$ cat src/hdl/iac_pkg.sv
// constants and types shared by the interrupt acceptance logic
package iac_pkg;
  localparam int NUM_SRC = 8;
  localparam int SRC_W = 3;
  // source index 0 carries the highest maskable priority
  localparam logic [2:0] SRC_EXT_A = 3'h0;
  localparam logic [2:0] SRC_EXT_B = 3'h1;

  localparam logic [15:0] ADDR_REQ_FLAGS = 16'hffe0;
  localparam logic [15:0] ADDR_MASK_FLAGS = 16'hffe4;
  localparam logic [15:0] ADDR_EDGE_MODE = 16'hffec;

  localparam logic [7:0] REQ_FLAGS_RESET = 8'h00;
  localparam logic [7:0] MASK_FLAGS_RESET = 8'hff;
  localparam logic [7:0] EDGE_MODE_RESET = 8'h00;
  localparam logic [7:0] PSW_RESET = 8'h02;

  localparam int EDGE_SEL_B_LO = 4;
  localparam int EDGE_SEL_B_HI = 5;
  localparam int EDGE_SEL_A_LO = 2;
  localparam int EDGE_SEL_A_HI = 3;
  localparam logic [7:0] EDGE_MODE_WMASK = 8'h3c;
  localparam int IE_BIT = 7;

  localparam logic [1:0] EDGE_FALL = 2'h0;
  localparam logic [1:0] EDGE_RISE = 2'h1;
  localparam logic [1:0] EDGE_BAD = 2'h2;
  localparam logic [1:0] EDGE_BOTH = 2'h3;

  // instructions that touch request or mask flags defer the next two boundaries
  localparam logic [1:0] HOLD_BOUNDARIES = 2'h2;

  // request to service latency in cpu clocks, held by the core plus this sequence
  localparam int LAT_MIN_CLK = 9;
  localparam int LAT_MAX_CLK = 19;

  typedef enum logic [1:0] {
    IAC_IDLE = 2'b00,
    IAC_PUSH_PSW = 2'b01,
    IAC_PUSH_PC = 2'b10,
    IAC_VECTOR = 2'b11
  } iac_state_e;
endpackage

$ cat src/hdl/iac_edge_det.sv
// valid edge detector for one external interrupt input
`timescale 1ns/1ps
module iac_edge_det (
  input wire logic clock,
  input wire logic nrst,
  input wire logic level,
  input wire logic [1:0] mode,
  output logic edge_hit
);
  logic prev_q, prev_d;
  logic valid_q, valid_d;

  always_comb begin
    prev_d = level;
    valid_d = 1'b1;
  end

  always_ff @(posedge clock or negedge nrst) begin
    if (!nrst) begin
      prev_q <= 1'b0;
      valid_q <= 1'b0;
    end else begin
      prev_q <= prev_d;
      valid_q <= valid_d;
    end
  end

  // compare this cycle with the last; the first cycle after reset has no history
  always_comb begin
    edge_hit = 1'b0;
    if (valid_q) begin
      case (mode)
        iac_pkg::EDGE_FALL: edge_hit = prev_q & ~level;
        iac_pkg::EDGE_RISE: edge_hit = ~prev_q & level;
        iac_pkg::EDGE_BOTH: edge_hit = prev_q ^ level;
        default: edge_hit = 1'b0;
      endcase
    end
  end

  property p_bad_code_silent;
    @(posedge clock) disable iff (!nrst)
    mode == iac_pkg::EDGE_BAD |-> !edge_hit;
  endproperty
  a_bad_code_silent: assert property (p_bad_code_silent) else $error("prohibited edge code detected");
endmodule

$ cat src/hdl/iac_accept.sv
// interrupt acceptance: edge select, flags, arbitration, acknowledge sequence
`timescale 1ns/1ps
module iac_accept (
  input wire logic clock,
  input wire logic nrst,
  input wire logic ext_irq_in_a,
  input wire logic ext_irq_in_b,
  input wire logic [7:0] periph_req,
  input wire logic nmi_req,
  input wire logic [15:0] reg_addr,
  input wire logic [7:0] reg_wdata,
  input wire logic reg_wr,
  input wire logic reg_rd,
  output logic [7:0] reg_rdata,
  input wire logic psw_wr,
  input wire logic [7:0] psw_wdata,
  input wire logic irq_on_instr,
  input wire logic irq_off_instr,
  input wire logic return_from_irq_instr,
  input wire logic psw_pop,
  input wire logic [7:0] psw_stack_data,
  output logic [7:0] program_status_word,
  input wire logic instr_penult,
  input wire logic instr_last,
  output logic ack_busy,
  output logic push_psw,
  output logic push_pc,
  output logic vec_load,
  output logic vec_nmi,
  output logic [2:0] vec_src
);
  logic [7:0] req_q, req_d;
  logic [7:0] mask_q, mask_d;
  logic [7:0] edge_mode_q, edge_mode_d;
  logic [7:0] psw_q, psw_d;
  logic [7:0] rdata_q, rdata_d;
  logic nmi_flag_q, nmi_flag_d;
  logic nmi_active_q, nmi_active_d;
  logic snap_q, snap_d;
  logic [1:0] hold_q, hold_d;
  logic vec_nmi_q, vec_nmi_d;
  logic [2:0] vec_src_q, vec_src_d;
  iac_pkg::iac_state_e state_q, state_d;

  logic [1:0] ext_level;
  logic [1:0] ext_hit;
  logic [1:0] ext_mode [2];
  logic [7:0] set_vec;
  logic [7:0] elig;
  logic nmi_elig;
  logic any_elig;
  logic [2:0] pick;
  logic flag_access;
  logic start;
  logic ie;

  assign ie = psw_q[iac_pkg::IE_BIT];
  assign ext_level = {ext_irq_in_b, ext_irq_in_a};
  assign ext_mode[0] = edge_mode_q[iac_pkg::EDGE_SEL_A_HI:iac_pkg::EDGE_SEL_A_LO];
  assign ext_mode[1] = edge_mode_q[iac_pkg::EDGE_SEL_B_HI:iac_pkg::EDGE_SEL_B_LO];

  for (genvar g = 0; g < 2; g++) begin : g_ext
    iac_edge_det u_edge (
      .clock(clock),
      .nrst(nrst),
      .level(ext_level[g]),
      .mode(ext_mode[g]),
      .edge_hit(ext_hit[g])
    );
  end

  always_comb begin
    set_vec = periph_req;
    set_vec[iac_pkg::SRC_EXT_A] = periph_req[iac_pkg::SRC_EXT_A] | ext_hit[0];
    set_vec[iac_pkg::SRC_EXT_B] = periph_req[iac_pkg::SRC_EXT_B] | ext_hit[1];
  end

  // arbitration; a routine that leaves enable low blocks maskable nesting by itself, the non-maskable request is not gated by enable
  assign elig = req_q & ~mask_q & {8{ie}};
  assign nmi_elig = nmi_flag_q & ~nmi_active_q;
  assign any_elig = nmi_elig | (|elig);

  always_comb begin
    pick = 3'h0;
    for (int i = iac_pkg::NUM_SRC - 1; i >= 0; i--) begin
      if (elig[i]) begin
        pick = i[2:0];
      end
    end
  end

  assign flag_access = (reg_wr | reg_rd) &
    (reg_addr == iac_pkg::ADDR_REQ_FLAGS || reg_addr == iac_pkg::ADDR_MASK_FLAGS);
  // decision at the boundary uses the snapshot from the second-to-last clock
  assign start = (state_q == iac_pkg::IAC_IDLE) & instr_last & snap_q &
    (hold_q == 2'h0) & any_elig;

  always_comb begin
    state_d = state_q;
    case (state_q)
      iac_pkg::IAC_IDLE: begin
        if (start) begin
          state_d = iac_pkg::IAC_PUSH_PSW;
        end
      end
      iac_pkg::IAC_PUSH_PSW: state_d = iac_pkg::IAC_PUSH_PC;
      iac_pkg::IAC_PUSH_PC: state_d = iac_pkg::IAC_VECTOR;
      iac_pkg::IAC_VECTOR: state_d = iac_pkg::IAC_IDLE;
      default: state_d = iac_pkg::IAC_IDLE;
    endcase
  end

  always_comb begin
    snap_d = snap_q;
    if (instr_last) begin
      snap_d = 1'b0;
    end else if (instr_penult && state_q == iac_pkg::IAC_IDLE) begin
      snap_d = any_elig;
    end
    hold_d = hold_q;
    if (flag_access) begin
      hold_d = iac_pkg::HOLD_BOUNDARIES;
    end else if (instr_last && hold_q != 2'h0) begin
      hold_d = hold_q - 2'h1;
    end
    vec_nmi_d = vec_nmi_q;
    vec_src_d = vec_src_q;
    if (start) begin
      vec_nmi_d = nmi_elig;
      vec_src_d = pick;
    end
  end

  always_comb begin
    req_d = req_q;
    if (reg_wr && reg_addr == iac_pkg::ADDR_REQ_FLAGS) begin
      req_d = reg_wdata;
    end
    if (start && !nmi_elig) begin
      req_d[pick] = 1'b0;
    end
    req_d = req_d | set_vec; // a new event beats any clear
    mask_d = mask_q;
    if (reg_wr && reg_addr == iac_pkg::ADDR_MASK_FLAGS) begin
      mask_d = reg_wdata;
    end
    edge_mode_d = edge_mode_q;
    if (reg_wr && reg_addr == iac_pkg::ADDR_EDGE_MODE) begin
      // only the selector fields are kept; software is expected to write 0 elsewhere
      edge_mode_d = reg_wdata & iac_pkg::EDGE_MODE_WMASK;
    end
    nmi_flag_d = nmi_flag_q;
    if (start && nmi_elig) begin
      nmi_flag_d = 1'b0;
    end
    nmi_flag_d = nmi_flag_d | nmi_req;
    nmi_active_d = nmi_active_q;
    if (return_from_irq_instr) begin
      nmi_active_d = 1'b0;
    end
    if (start && nmi_elig) begin
      nmi_active_d = 1'b1;
    end
  end

  always_comb begin
    psw_d = psw_q;
    if (return_from_irq_instr || psw_pop) begin
      psw_d = psw_stack_data;
    end else if (psw_wr) begin
      psw_d = psw_wdata;
    end
    if (irq_on_instr) begin
      psw_d[iac_pkg::IE_BIT] = 1'b1;
    end
    if (irq_off_instr) begin
      psw_d[iac_pkg::IE_BIT] = 1'b0;
    end
    if (state_q == iac_pkg::IAC_PUSH_PSW) begin
      psw_d[iac_pkg::IE_BIT] = 1'b0;
    end
  end

  always_comb begin
    rdata_d = rdata_q;
    if (reg_rd) begin
      case (reg_addr)
        iac_pkg::ADDR_REQ_FLAGS: rdata_d = req_q;
        iac_pkg::ADDR_MASK_FLAGS: rdata_d = mask_q;
        iac_pkg::ADDR_EDGE_MODE: rdata_d = edge_mode_q;
        default: rdata_d = 8'h00;
      endcase
    end
  end

  always_ff @(posedge clock or negedge nrst) begin
    if (!nrst) begin
      state_q <= iac_pkg::IAC_IDLE;
      req_q <= iac_pkg::REQ_FLAGS_RESET;
      mask_q <= iac_pkg::MASK_FLAGS_RESET;
      edge_mode_q <= iac_pkg::EDGE_MODE_RESET;
      psw_q <= iac_pkg::PSW_RESET;
      rdata_q <= 8'h00;
      nmi_flag_q <= 1'b0;
      nmi_active_q <= 1'b0;
      snap_q <= 1'b0;
      hold_q <= 2'h0;
      vec_nmi_q <= 1'b0;
      vec_src_q <= 3'h0;
    end else begin
      state_q <= state_d;
      req_q <= req_d;
      mask_q <= mask_d;
      edge_mode_q <= edge_mode_d;
      psw_q <= psw_d;
      rdata_q <= rdata_d;
      nmi_flag_q <= nmi_flag_d;
      nmi_active_q <= nmi_active_d;
      snap_q <= snap_d;
      hold_q <= hold_d;
      vec_nmi_q <= vec_nmi_d;
      vec_src_q <= vec_src_d;
    end
  end

  assign reg_rdata = rdata_q;
  assign program_status_word = psw_q;
  assign ack_busy = state_q != iac_pkg::IAC_IDLE;
  assign push_psw = state_q == iac_pkg::IAC_PUSH_PSW;
  assign push_pc = state_q == iac_pkg::IAC_PUSH_PC;
  assign vec_load = state_q == iac_pkg::IAC_VECTOR;
  assign vec_nmi = vec_nmi_q;
  assign vec_src = vec_src_q;

  // eligible sources with an index below the winner, which rank above it, used to check the priority order
  logic [7:0] higher_than_pick;
  assign higher_than_pick = elig & ((8'h01 << pick) - 8'h01);

  property p_seq_order;
    @(posedge clock) disable iff (!nrst)
    start |=> push_psw ##1 push_pc ##1 vec_load ##1 !ack_busy;
  endproperty
  a_seq_order: assert property (p_seq_order) else $error("acknowledge sequence out of order");

  property p_ie_cleared;
    @(posedge clock) disable iff (!nrst)
    push_psw && !irq_on_instr |=> !program_status_word[iac_pkg::IE_BIT];
  endproperty
  a_ie_cleared: assert property (p_ie_cleared) else $error("enable not cleared on acknowledge");

  property p_nmi_wins;
    @(posedge clock) disable iff (!nrst)
    start && nmi_elig |=> vec_nmi ##2 vec_load && vec_nmi;
  endproperty
  a_nmi_wins: assert property (p_nmi_wins) else $error("maskable beat non-maskable");

  property p_no_nmi_nest;
    @(posedge clock) disable iff (!nrst)
    nmi_active_q && !return_from_irq_instr |=> !(start && nmi_elig);
  endproperty
  a_no_nmi_nest: assert property (p_no_nmi_nest) else $error("nested non-maskable taken");

  property p_mask_gate;
    @(posedge clock) disable iff (!nrst)
    start && !nmi_elig |-> ie && req_q[pick] && !mask_q[pick];
  endproperty
  a_mask_gate: assert property (p_mask_gate) else $error("ineligible maskable taken");

  property p_priority;
    @(posedge clock) disable iff (!nrst)
    start && !nmi_elig |-> higher_than_pick == 8'h00 ##1 vec_src == $past(pick);
  endproperty
  a_priority: assert property (p_priority) else $error("lower priority taken first");

  property p_flag_cleared;
    @(posedge clock) disable iff (!nrst)
    start && !nmi_elig && !set_vec[pick] |=> !req_q[vec_src];
  endproperty
  a_flag_cleared: assert property (p_flag_cleared) else $error("request flag kept on accept");

  property p_hold_blocks;
    @(posedge clock) disable iff (!nrst)
    flag_access |=> !start throughout (hold_q != 2'h0)[*2];
  endproperty
  a_hold_blocks: assert property (p_hold_blocks) else $error("request taken during hold");

  property p_last_clock_defers;
    @(posedge clock) disable iff (!nrst)
    instr_last && $past(instr_penult) && !$past(any_elig) |-> !start;
  endproperty
  a_last_clock_defers: assert property (p_last_clock_defers) else $error("late flag taken early");

  property p_ie_on;
    @(posedge clock) disable iff (!nrst)
    irq_on_instr && !irq_off_instr && !push_psw |=> program_status_word[iac_pkg::IE_BIT];
  endproperty
  a_ie_on: assert property (p_ie_on) else $error("enable instruction ignored");

  c_nmi_ack: cover property (@(posedge clock) disable iff (!nrst) start && nmi_elig);
  c_mask_ack: cover property (@(posedge clock) disable iff (!nrst) start && !nmi_elig);
  c_hold: cover property (@(posedge clock) disable iff (!nrst)
    instr_last && snap_q && hold_q != 2'h0 && any_elig);
  c_pending_two: cover property (@(posedge clock) disable iff (!nrst) start && $countones(elig) > 1);
endmodule

$ cat config.mk
export PLATFORM = sky130hd
export DESIGN_NAME = iac_accept
export DESIGN_NICKNAME = d
export VERILOG_FILES = /design/src/hdl/iac_pkg.sv /design/src/hdl/iac_edge_det.sv /design/src/hdl/iac_accept.sv
export SDC_FILE = /design/constraint.sdc
export NUM_CORES = 1
export LEC_CHECK = 0
export BUFFER_PORTS_ARGS = -buffer_cell sky130_fd_sc_hd__buf_4
export CAP_MARGIN = 25
export CORE_ASPECT_RATIO = 0.8
export CORE_MARGIN = 5
export CORE_UTILIZATION = 45
export CTS_CLUSTER_DIAMETER = 120
export DETAILED_ROUTE_END_ITERATION = 8
export PLACE_DENSITY = 0.72
export SETUP_SLACK_MARGIN = 0.05
export SLEW_MARGIN = 20
export SYNTH_ARGS = -nofsm -noshare
export SYNTH_HDL_FRONTEND = slang
export SYNTH_HIERARCHICAL = 1
export SYNTH_SLANG_ARGS = --single-unit
export TNS_END_PERCENT = 10
$ cat constraint.sdc
create_clock -name clock -period 6.2 [get_ports clock]
set_input_delay 1.24 -clock clock [delete_from_list [all_inputs] [get_ports clock]]
set_output_delay 1.24 -clock clock [all_outputs]
set_load 0.03 [all_outputs]
* Yosys cells after proc, flatten, opt, wreduce, memory -nomap -nowiden
Index checks and enable logic that the tools add are counted.
** Word-level totals
- Register bits after elaboration :: 50
- Input port bits :: 62
- Output and inout port bits :: 24
** Cells by class
- Order comparisons :: 2
- Bitwise logic cells :: 28
- Muxes and demuxes :: 31
- Add/subtract/negate cells :: 1
- Eq/ne operators :: 11
- Reduce and logical (&&, ||, !) cells :: 23
** Operators by type and width (count)
- $eq A16 B16 Y1 const B :: 3
- $mux W8 :: 4
- $and A8 B8 Y8 :: 3
- $mux W3 :: 8
- $pmux W8 S3 :: 1
- $not A8 Y8 :: 2
- $reduce_bool A2 Y1 :: 6
- $mux W1 :: 11
- $and A1 B1 Y1 :: 10
- $eq A2 B2 Y1 const B :: 4
- $logic_and A1 B1 Y1 :: 8
- $logic_not A2 Y1 :: 4
- $or A8 B8 Y8 :: 1
- $pmux W2 S4 :: 1
- $reduce_or A8 Y1 :: 1
- $eq A2 B1 Y1 const B :: 3
- $mux W2 :: 3
- $pmux W1 S3 :: 2
- $not A1 Y1 :: 5
- $or A1 B1 Y1 :: 5
- $reduce_bool A5 Y1 :: 1
- $lt A3 B4 Y1 const B :: 1
- $demux W1 S3 :: 1
- $ge A3 B1 Y1 const B :: 1
- 5 further kinds :: 7

* Depth between registers and ports, before layout
Gate-level depths: netlist of run 1.
- Depth after elaboration :: 19
- Depth in mapped cells :: 7

* Modules after synthesis
The synthesis of run 1 kept the hierarchy.
** Modules (own cells, without submodules)
- iac_accept :: instances 1, area an instance 2562.5 um^2, cells an instance 244
- iac_edge_det :: instances 2, area an instance 116.4 um^2, cells an instance 11

* Worst setup path after synthesis of run 1
No wires, ideal clock.
- Path kind :: input-to-reg
- Start :: input port reg_addr[1]
- End :: register mask_q[0]
- Arrival :: 2958 ps
- Setup time :: 82 ps
- Stages on the path :: 6
- Buffers on the path :: 1
- Path slack :: 3160 ps
- Data required time :: 6118 ps
- Path through :: or4b_4 > nor4_4 > and2b_1 > and3_4 > buf_8 > mux2_4
** Between the ends
- Cells in the longest elaborated chain, start to end :: 2
** Ends and longest elaborated chain
- start: declaration :: line iac_accept.sv:10 : input wire logic [15:0] reg_addr,
- $eq A16 B16 Y1 :: line iac_accept.sv:144 : if (reg_wr && reg_addr == iac_pkg::ADDR_MASK_FLAGS) begin
- $logic_and A1 B1 Y1 :: line iac_accept.sv:144
- end signal: assignment :: line iac_accept.sv:200 : mask_q <= iac_pkg::MASK_FLAGS_RESET;
- end signal: assignment :: line iac_accept.sv:213 : mask_q <= mask_d;
- end: declaration :: line iac_accept.sv:33 : logic [7:0] mask_q, mask_d;
Every way passes these cells.
A chain may end at the register's enable or synchronous reset.

* Final worst setup path of run 1
- Start :: input port reg_addr[1]
- End :: register req_q[0]
** Between the ends
- Cells in the longest elaborated chain, start to end :: 6
** Ends and longest elaborated chain
- $eq A16 B16 Y1 (*) :: line iac_accept.sv:136 : if (reg_wr && reg_addr == iac_pkg::ADDR_REQ_FLAGS) begin
- $logic_and A1 B1 Y1 (*) :: line iac_accept.sv:136
- $mux W8 (*) :: line iac_accept.sv:136
- $and A8 B8 Y8 (no source line)
- $mux W8 (*) :: line iac_accept.sv:139 : if (start && !nmi_elig) begin
- $or A8 B8 Y8 (*) :: line iac_accept.sv:142 : req_d = req_d | set_vec;
- via req_d[0] :: line iac_accept.sv:32 : logic [7:0] req_q, req_d;
- end signal: assignment :: line iac_accept.sv:199 : req_q <= iac_pkg::REQ_FLAGS_RESET;
- end signal: assignment :: line iac_accept.sv:212 : req_q <= req_d;
- end: declaration :: line iac_accept.sv:32
Mark *: on every way through the listed nets, which the timed path passes. The rest lies on a longest branch.

==> impl_metrics.tcl, run 1 <==
set metrics [dict create \
    cts_resized 0 \
    tns_ns 0 \
    syn_inst 266 \
    gr-total-overflow 0 \
    synth-edff-count 0 \
    syn_nets 338 \
    slew_violations 0 \
    routedWlPerCell_um 15.1 \
    cts_setup_buffers 0 \
    clockRootBuffer "clkbuf_8" \
    hpwl_um 5250 \
    rsz0062_at_grt "no" \
    area_growth_pct 28.3 \
    p_leak_uw 0.00169 \
    drt_iter0_drc 75 \
    grt_pass1_wl_um 10600 \
    slew_headroom 0.576 \
    layout_commonest_cell "buf_4" \
    insertion_delay_ns 0.30 \
    layout-drive-gt1-share 0.348 \
    syn_area_per_cell_sq_um 10.5 \
    synth_area_sq_mm 0.00280 \
    ys_ff_latch 51 \
    start_kind "input port" \
    antenna_found_initial 0 \
    end_kind "flop" \
    setup_violations 0 \
    nets 422 \
    cp.arrival_ns 3.11 \
    hold_violations 0 \
    skew_ns 0.00997 \
    fin_area_sq_mm 0.00359 \
    slowest_delay_ns 0.55 \
    yosysWarnings 6 \
    grtUsageTotal 0.169 \
    r2r-start "mask_q[5]$_DFFE_PN1P_" \
    dr.pass1.iters 4 \
    drc 0 \
    globalplace.congestion 0.834 \
    clk_path_buf_depth 2 \
    die_h_um 80.5 \
    min_path_type "flop to flop" \
    max_cap_violations 0 \
    die_x_um 98.1 \
    grt_max_degree 52 \
    p_per_area_mw_per_mm2 238 \
    io_buffers 85 \
    synth_ff_type "dfrtp_1" \
    required_ns 6.39 \
    vias 2203 \
    cp-startpoint "reg_addr[1]" \
    max_freq_mhz 343 \
    ir_worst_vdd_mv 0.186 \
    worst_pin_slew_ns 0.635 \
    path_clk_slew_ns 0.09 \
    seq_area_frac_synth 0.461 \
    slowest_stage "or4b_4" \
    row_count 25 \
    holdCritStartpoint "reg_rdata[0]$_DFFE_PN0P_" \
    status "complete, no violations" \
    place_area_sq_mm 0.00349 \
    dieArea_sq_mm 0.00790 \
    ioPinCount 86 \
    numCtsBuffers 5 \
    grt_pass1_vias 2198 \
    core_area_sq_mm 0.00597 \
    initial_core_util 0.468 \
    cts.sinks 51 \
    path_class "input port to flop" \
    cts_hold_buf 0 \
    crit_chain "buf_4 > or4b_4 > nor4_4 > and4bb_2 > mux2i_1 > o21ai_0" \
    mostFrequentLayoutCells "buf_4 (85), dfrtp_1 (42), mux2i_1 (23)" \
    wirelength_um 6530 \
    synthArstFlopShare 1.00 \
    synth.distinct_cells 47 \
    htree_num_levels 2 \
    layout_min_cycle_time_ns 2.92 \
    cts_tree "built" \
    ant_nets 0 \
    post-route-period-util 0.471 \
    routed_via_density 5.10 \
    cp_max_fo 8 \
    antenna_cells 0 \
]
## layout make-up
class	count	area (sq um)
repair buffers	85	638
flip-flops and latches	51	1290
well taps	81	101
multi-input cells	191	1400
clock buffers	8	100
fillers	503	2390
inverters	16	60.1
## state kept, by name, summed over array words and instances, names as in the netlist
name / flops
hold_q: 2
req_q: 8
reg_rdata: 8
edge_mode_q: 4
snap_q: 1
g_ext.u_edge/valid_q: 2
nmi_flag_q: 1
vec_src: 3
program_status_word: 8
nmi_active_q: 1
g_ext.u_edge/prev_q: 2
vec_nmi: 1
mask_q: 8
state_q: 2
## critical path, delay by kind of cell
family | cells | cell delay [ns]
mux | 1 | 0.23
simple gates | 3 | 1.44
buf+inv | 1 | 0.11
compound gates | 1 | 0.09
## metal layers
metal	global-route usage	wire [um]
met3	0.0313	255
met1	0.230	3110
met4	0.0456	69
met2	0.276	3090
met5	0	0
## where the power goes
part / internal [uW] / total, uW / leakage [uW] / switching, uW
Clock: 102 / 207 / 0.0000515 / 105
Combinational: 112 / 260 / 0.00105 / 149
Sequential: 365 / 387 / 0.000585 / 21.9
## Yosys cell counts (2+ instances only)
library cell / number / area share
nand2b_1: 10 / 0.022
a221o_1: 2 / 0.0072
o21ai_0: 14 / 0.025
dfrtp_1: 42 / 0.38
a21oi_1: 4 / 0.0072
o21bai_1: 6 / 0.016
nor4_1: 2 / 0.0045
nor2b_1: 9 / 0.020
mux2_4: 8 / 0.043
nand4b_1: 2 / 0.0063
dfstp_2: 9 / 0.085
o211ai_1: 2 / 0.0054
nand3_1: 8 / 0.014
inv_1: 15 / 0.020
nand4_1: 8 / 0.018
nor3_1: 3 / 0.0054
mux2i_1: 23 / 0.082
clkbuf_1: 6 / 0.0081
ha_1: 10 / 0.045
a31oi_1: 3 / 0.0067
o31ai_1: 4 / 0.011
conb_1: 2 / 0.0027
o21ai_1: 2 / 0.0036
o22ai_1: 2 / 0.0045
a211oi_1: 3 / 0.0081
nor2_1: 21 / 0.028
mux2_2: 8 / 0.032
nand2_1: 19 / 0.026
## path summary, 6_finish.rpt
kind	to	slack [ns]	depth (start not counted)
max	req_q[0]$_DFF_PN0_	3.28	6
min	reg_rdata[0]$_DFFE_PN0P_	0.49	2
max reg2reg	state_q[1]$_DFFE_PN0P_	3.93	5
min reg2reg	reg_rdata[0]$_DFFE_PN0P_	0.49	2
max in group asynchronous	hold_q[1]$_DFFE_PN0P_	4.81	1
min in group asynchronous	g_ext[0].u_edge/valid_q$_DFF_PN0_	0.96	1
## logic make-up after synthesis
logic type,synth area share
compound gates,0.116
xor+xnor,0.00313
fa+ha+maj,0.0448
buf+inv,0.0389
flops,0.461
mux,0.158
other cells,0.00269
simple gates,0.176
## per-stage QoR
step / instances / util / total power, uW / worst slack [ns] / hold slack, ns
2_1_floorplan: 266 / - / 548 / 3.16 / 0.482
3_3_place_gp: 424 / 0.583 / 649 / 3.00 / 0.467
3_5_place_dp: 424 / 0.583 / 658 / 2.96 / 0.476
4_1_cts: 432 / 0.600 / 863 / 3.28 / 0.499
5_1_grt: 432 / 0.600 / 905 / 3.22 / 0.518
6_report: 432 / 0.600 / 855 / 3.28 / 0.494
(Power assumes the default switching activity.)
==> run 2, diff against run 1 <==
--- a/config.mk
+++ b/config.mk
@@ -5,6 +5,7 @@
 export SDC_FILE = /design/constraint.sdc
 export NUM_CORES = 1
 export LEC_CHECK = 0
+export ABC_AREA = 1
 export BUFFER_PORTS_ARGS = -buffer_cell sky130_fd_sc_hd__buf_4
 export CAP_MARGIN = 25
 export CORE_ASPECT_RATIO = 0.8
@@ -12,7 +13,7 @@
 export CORE_UTILIZATION = 45
 export CTS_CLUSTER_DIAMETER = 120
 export DETAILED_ROUTE_END_ITERATION = 8
-export PLACE_DENSITY = 0.72
+export PLACE_DENSITY = 0.73
 export SETUP_SLACK_MARGIN = 0.05
 export SLEW_MARGIN = 20
 export SYNTH_ARGS = -nofsm -noshare
==> constraint.sdc (replaced) <==
create_clock -name clock -period 2.61 [get_ports clock]
set_input_delay 0.522 -clock clock [delete_from_list [all_inputs] [get_ports clock]]
set_output_delay 0.522 -clock clock [all_outputs]
set_load 0.03 [all_outputs]
==> run 2 against run 1 <==
Against the previous run: combinational power rose to 3.5 times the previous value; hold slack got worse by 0.26 ns; critical path depth shrank 2; area after synthesis increased by 8.8%; cell count is 28% higher; via count increased by 21%; critical endpoint is now ack_busy.
==> impl_metrics.tcl, run 2 <==
set metrics [dict create \
    slowest_stage "dfrtp_1" \
    ir_worst_vdd_mv 0.420 \
    r2r_cells 9 \
    layout_min_cycle_time_ns 1.92 \
    cp.arrival_ns 1.40 \
    top_usage_layer "met2" \
    nFillCells 613 \
    seq_area_frac_synth 0.423 \
    max_freq_mhz 521 \
    wirelength_um 7220 \
    drc 0 \
    routed_via_density 4.82 \
    rsz0062_at_grt "no" \
    syn_inst 382 \
    crit_chain "inv_1 > ha_1 > inv_1 > buf_4" \
    dpl.cell_count 545 \
    grt_max_degree 52 \
    numCtsBuffers 5 \
    drt_iter0_drc 160 \
    required_ns 2.09 \
    layout_commonest_cell "nand2_1" \
    yosys.area.top_type "dfrtp_1" \
    r2r_end "req_q[6]$_DFF_PN0_" \
    nets 540 \
    vias 2664 \
    antenna_found_initial 0 \
    syn_area_per_cell_sq_um 7.96 \
    start_kind "flop" \
    syn_nets 454 \
    synth-edff-count 0 \
    initial_core_util 0.470 \
    intPower_uw 1410 \
    path_class "flop to primary output" \
    synth_top_area_share 0.346 \
    gr-total-overflow 0 \
    grtUsageTotal 0.176 \
    cts_tree "built" \
    die_h_um 83.5 \
    pre_cts_slack_ns 0.803 \
    end_kind "primary output" \
    cts_resized 0 \
    dr.pass1.iters 4 \
    synth.distinct_cells 38 \
    post-route-period-util 0.736 \
    power_frac_clock 0.198 \
    power.switching_uw 888 \
    hold_violations 0 \
    htree_num_levels 2 \
    io_buffers 85 \
    slew_violations 0 \
    core_area_sq_mm 0.00647 \
    cts_hold_buf 0 \
    ioPinCount 86 \
    clk_path_buf_depth 2 \
    fin_cells 553 \
    mostFrequentLayoutCells "nand2_1 (110), buf_4 (87), inv_1 (53)" \
    dieArea_sq_mm 0.00851 \
    insertion_delay_ns 0.30 \
    synthArstFlopShare 1.00 \
    hold_ws_ns 0.232 \
    p_per_area_mw_per_mm2 600 \
    synth_ff_type "dfrtp_1" \
    r2r-start "state_q[0]$_DFFE_PN0P_" \
    cpMostUsedCell "inv_1" \
    min_path_type "input port to asynchronous set/reset pin" \
    skew_ns 0.00635 \
    met1_usage 0.256 \
    swShare 0.387 \
    yosysWarnings 6 \
    hpwl_um 5800 \
    p_leak_uw 0.00196 \
    met3_usage 0.0384 \
    slew_headroom 0.570 \
    status "complete, no violations" \
    globalplace.congestion 0.836 \
    cts_setup_buffers 0 \
    die_x_um 102 \
    cts.sinks 51 \
    seqPwrFrac 0.409 \
    row_count 26 \
    use_met2 0.274 \
    power.total_uw 2300 \
    antenna_cells 0 \
    tns_ns 0 \
    routedWlPerCell_um 13.0 \
    synth.top_cells.by_count "nand2_1 (110), inv_1 (53), dfrtp_1 (42), nand3_1 (37), nor2_1 (20)" \
    worst_slack_ns 0.689 \
    worst_pin_slew_ns 0.644 \
    clockRootBuffer "clkbuf_8" \
    grt_pass1_vias 2622 \
    slowest_delay_ns 0.42 \
    path_clk_slew_ns 0.09 \
    ys_ff_latch 51 \
    yosys.cell_count.top_type "nand2_1" \
    synth_area_sq_mm 0.00304 \
    area_growth_pct 25.9 \
    setup_violations 0 \
    rrSetupSlack_ns 0.78 \
    power_frac_comb 0.393 \
    grt_pass1_wl_um 12200 \
    max_cap_violations 0 \
    cp_max_fo 5 \
    synth.area.top_cells "dfrtp_1 (35%), nand2_1 (14%), dfstp_2 (7.8%)" \
    ant_nets 0 \
    layout-drive-gt1-share 0.307 \
]
## run 2: cell type report
cell class | count | area, sq um | area share
Sequential cell | 51 | 1290 | 0.336
Timing Repair Buffer | 87 | 653 | 0.171
Inverter | 56 | 210 | 0.0549
Multi-Input combinational cell | 267 | 1490 | 0.388
Tap cell | 84 | 105 | 0.0275
Clock buffer | 5 | 68.8 | 0.0180
Clock inverter | 3 | 18.8 | 0.00490
## run 2: critical path: cells and delay by family, from the launching register on
family / cells / cell delay (ns)
flip-flops: 1 / 0.42
buffers and inverters: 3 / 0.37
adder cells (fa/ha/maj): 1 / 0.31
## run 2: per-stage QoR
| stage | util | instance area [sq um] |
|---|---|---|
| after detailed placement | 0.578 | 3740 |
| after global routing | 0.591 | 3830 |
| after floorplan | - | 3040 |
| final | 0.591 | 3830 |
| after global placement | 0.578 | 3740 |
| after CTS | 0.591 | 3830 |
## run 2: logic make-up (layout without fill, tap and decap cells)
group / after synthesis / after routing / share of synthesized area
compound gates: 50 / 50 / 0.102
simple gates: 204 / 204 / 0.340
flops: 51 / 51 / 0.423
xor+xnor: 1 / 1 / 0.00288
buf+inv: 64 / 151 / 0.0884
fa+ha+maj: 10 / 10 / 0.0411
other cells: 2 / 2 / 0.00247
## run 2: layer usage
| layer | vias up | wire [um] |
|---|---|---|
| li1 | 1382 | - |
| met1 | 1209 | 3380 |
| met2 | 71 | 3350 |
| met3 | 2 | 448 |
| met4 | 0 | 42 |
| met5 | - | 0 |
## run 2: worst max-delay path by stage
stage	slack, ns	startpoint	end
final	0.69	state_q[0]$_DFFE_PN0P_	ack_busy
after detailed placement	0.80	state_q[1]$_DFFE_PN0P_	req_q[6]$_DFF_PN0_
after CTS	0.68	state_q[0]$_DFFE_PN0P_	ack_busy
after floorplan	1.04	program_status_word[7]$_DFFE_PN0P_	req_q[1]$_DFF_PN0_
after global routing	0.55	state_q[0]$_DFFE_PN0P_	req_q[6]$_DFF_PN0_
after global placement	0.81	state_q[0]$_DFFE_PN0P_	req_q[7]$_DFF_PN0_
## run 2: power groups by stage
stage / combinational, uW / clock [uW] / sequential [uW]
CTS: 913 / 472 / 940
detailed placement: 908 / 0 / 952
floorplan: 571 / 0 / 1010
finish: 904 / 456 / 939
global route: 1010 / 509 / 951
global placement: 888 / 0 / 950
==> run 3, diff against run 2 <==
--- a/config.mk
+++ b/config.mk
@@ -13,7 +13,7 @@
 export CORE_UTILIZATION = 45
 export CTS_CLUSTER_DIAMETER = 120
 export DETAILED_ROUTE_END_ITERATION = 8
-export PLACE_DENSITY = 0.73
+export PLACE_DENSITY = 0.71
 export SETUP_SLACK_MARGIN = 0.05
 export SLEW_MARGIN = 20
 export SYNTH_ARGS = -nofsm -noshare
==> constraint.sdc (replaced) <==
create_clock -name clock -period 1.9 [get_ports clock]
set_input_delay 0.38 -clock clock [delete_from_list [all_inputs] [get_ports clock]]
set_output_delay 0.38 -clock clock [all_outputs]
set_load 0.03 [all_outputs]
==> run 3 against run 2 <==
Against the previous run: sequential share of layout area fell by 0.35 points; power rose by 46%; wire length fell by 0.80%; hold slack got worse by 0.15 ns; utilization rose by 0.68 points; highest routed layer unchanged.
==> impl_metrics.tcl, run 3 (synthesized netlist as in run 2, its figures left out) <==
set metrics [dict create \
    status "complete, no violations" \
    grt_pass1_wl_um 12400 \
    post-route-util 0.598 \
    rrSetupSlack_ns 0.29 \
    drt_iter0_drc 95 \
    cp_max_fo 4 \
    drc 0 \
    core_area_sq_mm 0.00647 \
    p_leak_uw 0.00198 \
    clk_path_buf_depth 2 \
    initial_core_util 0.470 \
    setup_violations 0 \
    numCtsBuffers 5 \
    htree_num_levels 2 \
    r2r-start "state_q[0]$_DFFE_PN0P_" \
    clockRootBuffer "clkbuf_8" \
    slew_violations 0 \
    top_layer_used "met4" \
    grtUsageTotal 0.180 \
    max_freq_mhz 565 \
    wl_met2_um 3180 \
    worst_pin_slew_ns 0.646 \
    required_ns 1.52 \
    end_kind "primary output" \
    grt_max_degree 52 \
    io_buffers 85 \
    antenna_found_initial 0 \
    ir_worst_vdd_mv 0.354 \
    nets 542 \
    power.total_uw 3360 \
    area_growth_pct 27.3 \
    ioPinCount 86 \
    die_x_um 102 \
    multi_input_area_sq_mm 0.00149 \
    gr-total-overflow 0 \
    dr_wl_met3_um 438 \
    antenna_cells 0 \
    skew_ns 0.00909 \
    cp.arrival_ns 1.39 \
    slowest_stage "dfrtp_1" \
    crit_chain "inv_1 > ha_1 > buf_4 > inv_1 > buf_4" \
    layout-drive-gt1-share 0.312 \
    wirelength_um 7160 \
    grt_pass1_vias 2706 \
    globalplace.congestion 0.829 \
    ant_nets 0 \
    hpwl_um 5750 \
    layout_commonest_cell "nand2_1" \
    max_cap_violations 0 \
    die_h_um 83.5 \
    path_clk_slew_ns 0.09 \
    drt-met1-wl_um 3410 \
    cts_tree "built" \
    path_class "flop to primary output" \
    rsz0062_at_grt "yes" \
    r2r_cells 9 \
    dieArea_sq_mm 0.00851 \
    vias 2669 \
    post-route-period-util 0.932 \
    mostFrequentLayoutCells "nand2_1 (110), buf_4 (89), inv_1 (53)" \
    layout_min_cycle_time_ns 1.77 \
    hold_violations 0 \
    dr.pass1.iters 4 \
    nFillCells 626 \
    seq_area_sq_mm 0.00129 \
    slew_headroom 0.570 \
    p_per_area_mw_per_mm2 867 \
    insertion_delay_ns 0.32 \
    row_count 26 \
    cts.sinks 51 \
    tns_ns 0 \
    slowest_delay_ns 0.41 \
    start_kind "flop" \
    routedWlPerCell_um 12.9 \
    hold_ws_ns 0.0818 \
    routed_via_density 4.81 \
    r2r_end "req_q[5]$_DFF_PN0_" \
    min_path_type "input port to asynchronous set/reset pin" \
]
[run 3: repair_timing]
item | 4_1_cts | 5_1_grt
buffers inserted | 0 | 0
hold buffers | 0 | 0
endpoints found under the setup margin | 0 | 6
gates resized for setup | 0 | 1
[run 3: cell type report]
| cell class | instances | area share |
|---|---|---|
| Clock buffer | 5 | 0.0178 |
| Clock inverter | 3 | 0.0120 |
| Inverter | 56 | 0.0543 |
| Multi-Input combinational cell | 267 | 0.384 |
| Sequential cell | 51 | 0.333 |
| Tap cell | 84 | 0.0271 |
| Timing Repair Buffer | 89 | 0.173 |
[run 3: power by group]
group          total [uW]  internal [uW]  switching (uW)
logic                1290            500             785
clock network         786            397             389
registers            1290           1200            86.3
[run 3: metal layers]
| metal | up-vias | track usage |
|---|---|---|
| met5 | - | 0 |
| met4 | 0 | 0.0608 |
| met3 | 10 | 0.0334 |
| met2 | 67 | 0.280 |
| met1 | 1203 | 0.250 |
| li1 | 1389 | - |
[run 3: worst max-delay path by stage]
stage | startpoint | endpoint | slack, ns | cells past startpoint
3_3_place_gp | program_status_word[7]$_DFFE_PN0P_ | req_q[3]$_DFF_PN0_ | 0.24 | 9
6_report | state_q[0]$_DFFE_PN0P_ | ack_busy | 0.13 | 5
3_5_place_dp | program_status_word[7]$_DFFE_PN0P_ | req_q[3]$_DFF_PN0_ | 0.24 | 9
4_1_cts | state_q[1]$_DFFE_PN0P_ | ack_busy | 0.11 | 5
5_1_grt | state_q[0]$_DFFE_PN0P_ | ack_busy | 0.05 | 5
2_1_floorplan | program_status_word[7]$_DFFE_PN0P_ | req_q[1]$_DFF_PN0_ | 0.33 | 12
[run 3: critical path: cells and delay by family, from the launching register on]
family / cells / cell delay, ns
flops: 1 / 0.41
fa+ha+maj: 1 / 0.19
buf+inv: 4 / 0.48
[run 3: metrics by stage]
step | worst slack, ns | cells | area [sq um]
finish | 0.129 | 555 | 3870
global route | 0.0469 | 555 | 3870
CTS | 0.114 | 555 | 3870
detailed placement | 0.240 | 547 | 3760
global placement | 0.235 | 547 | 3760
floorplan | 0.332 | 382 | 3040
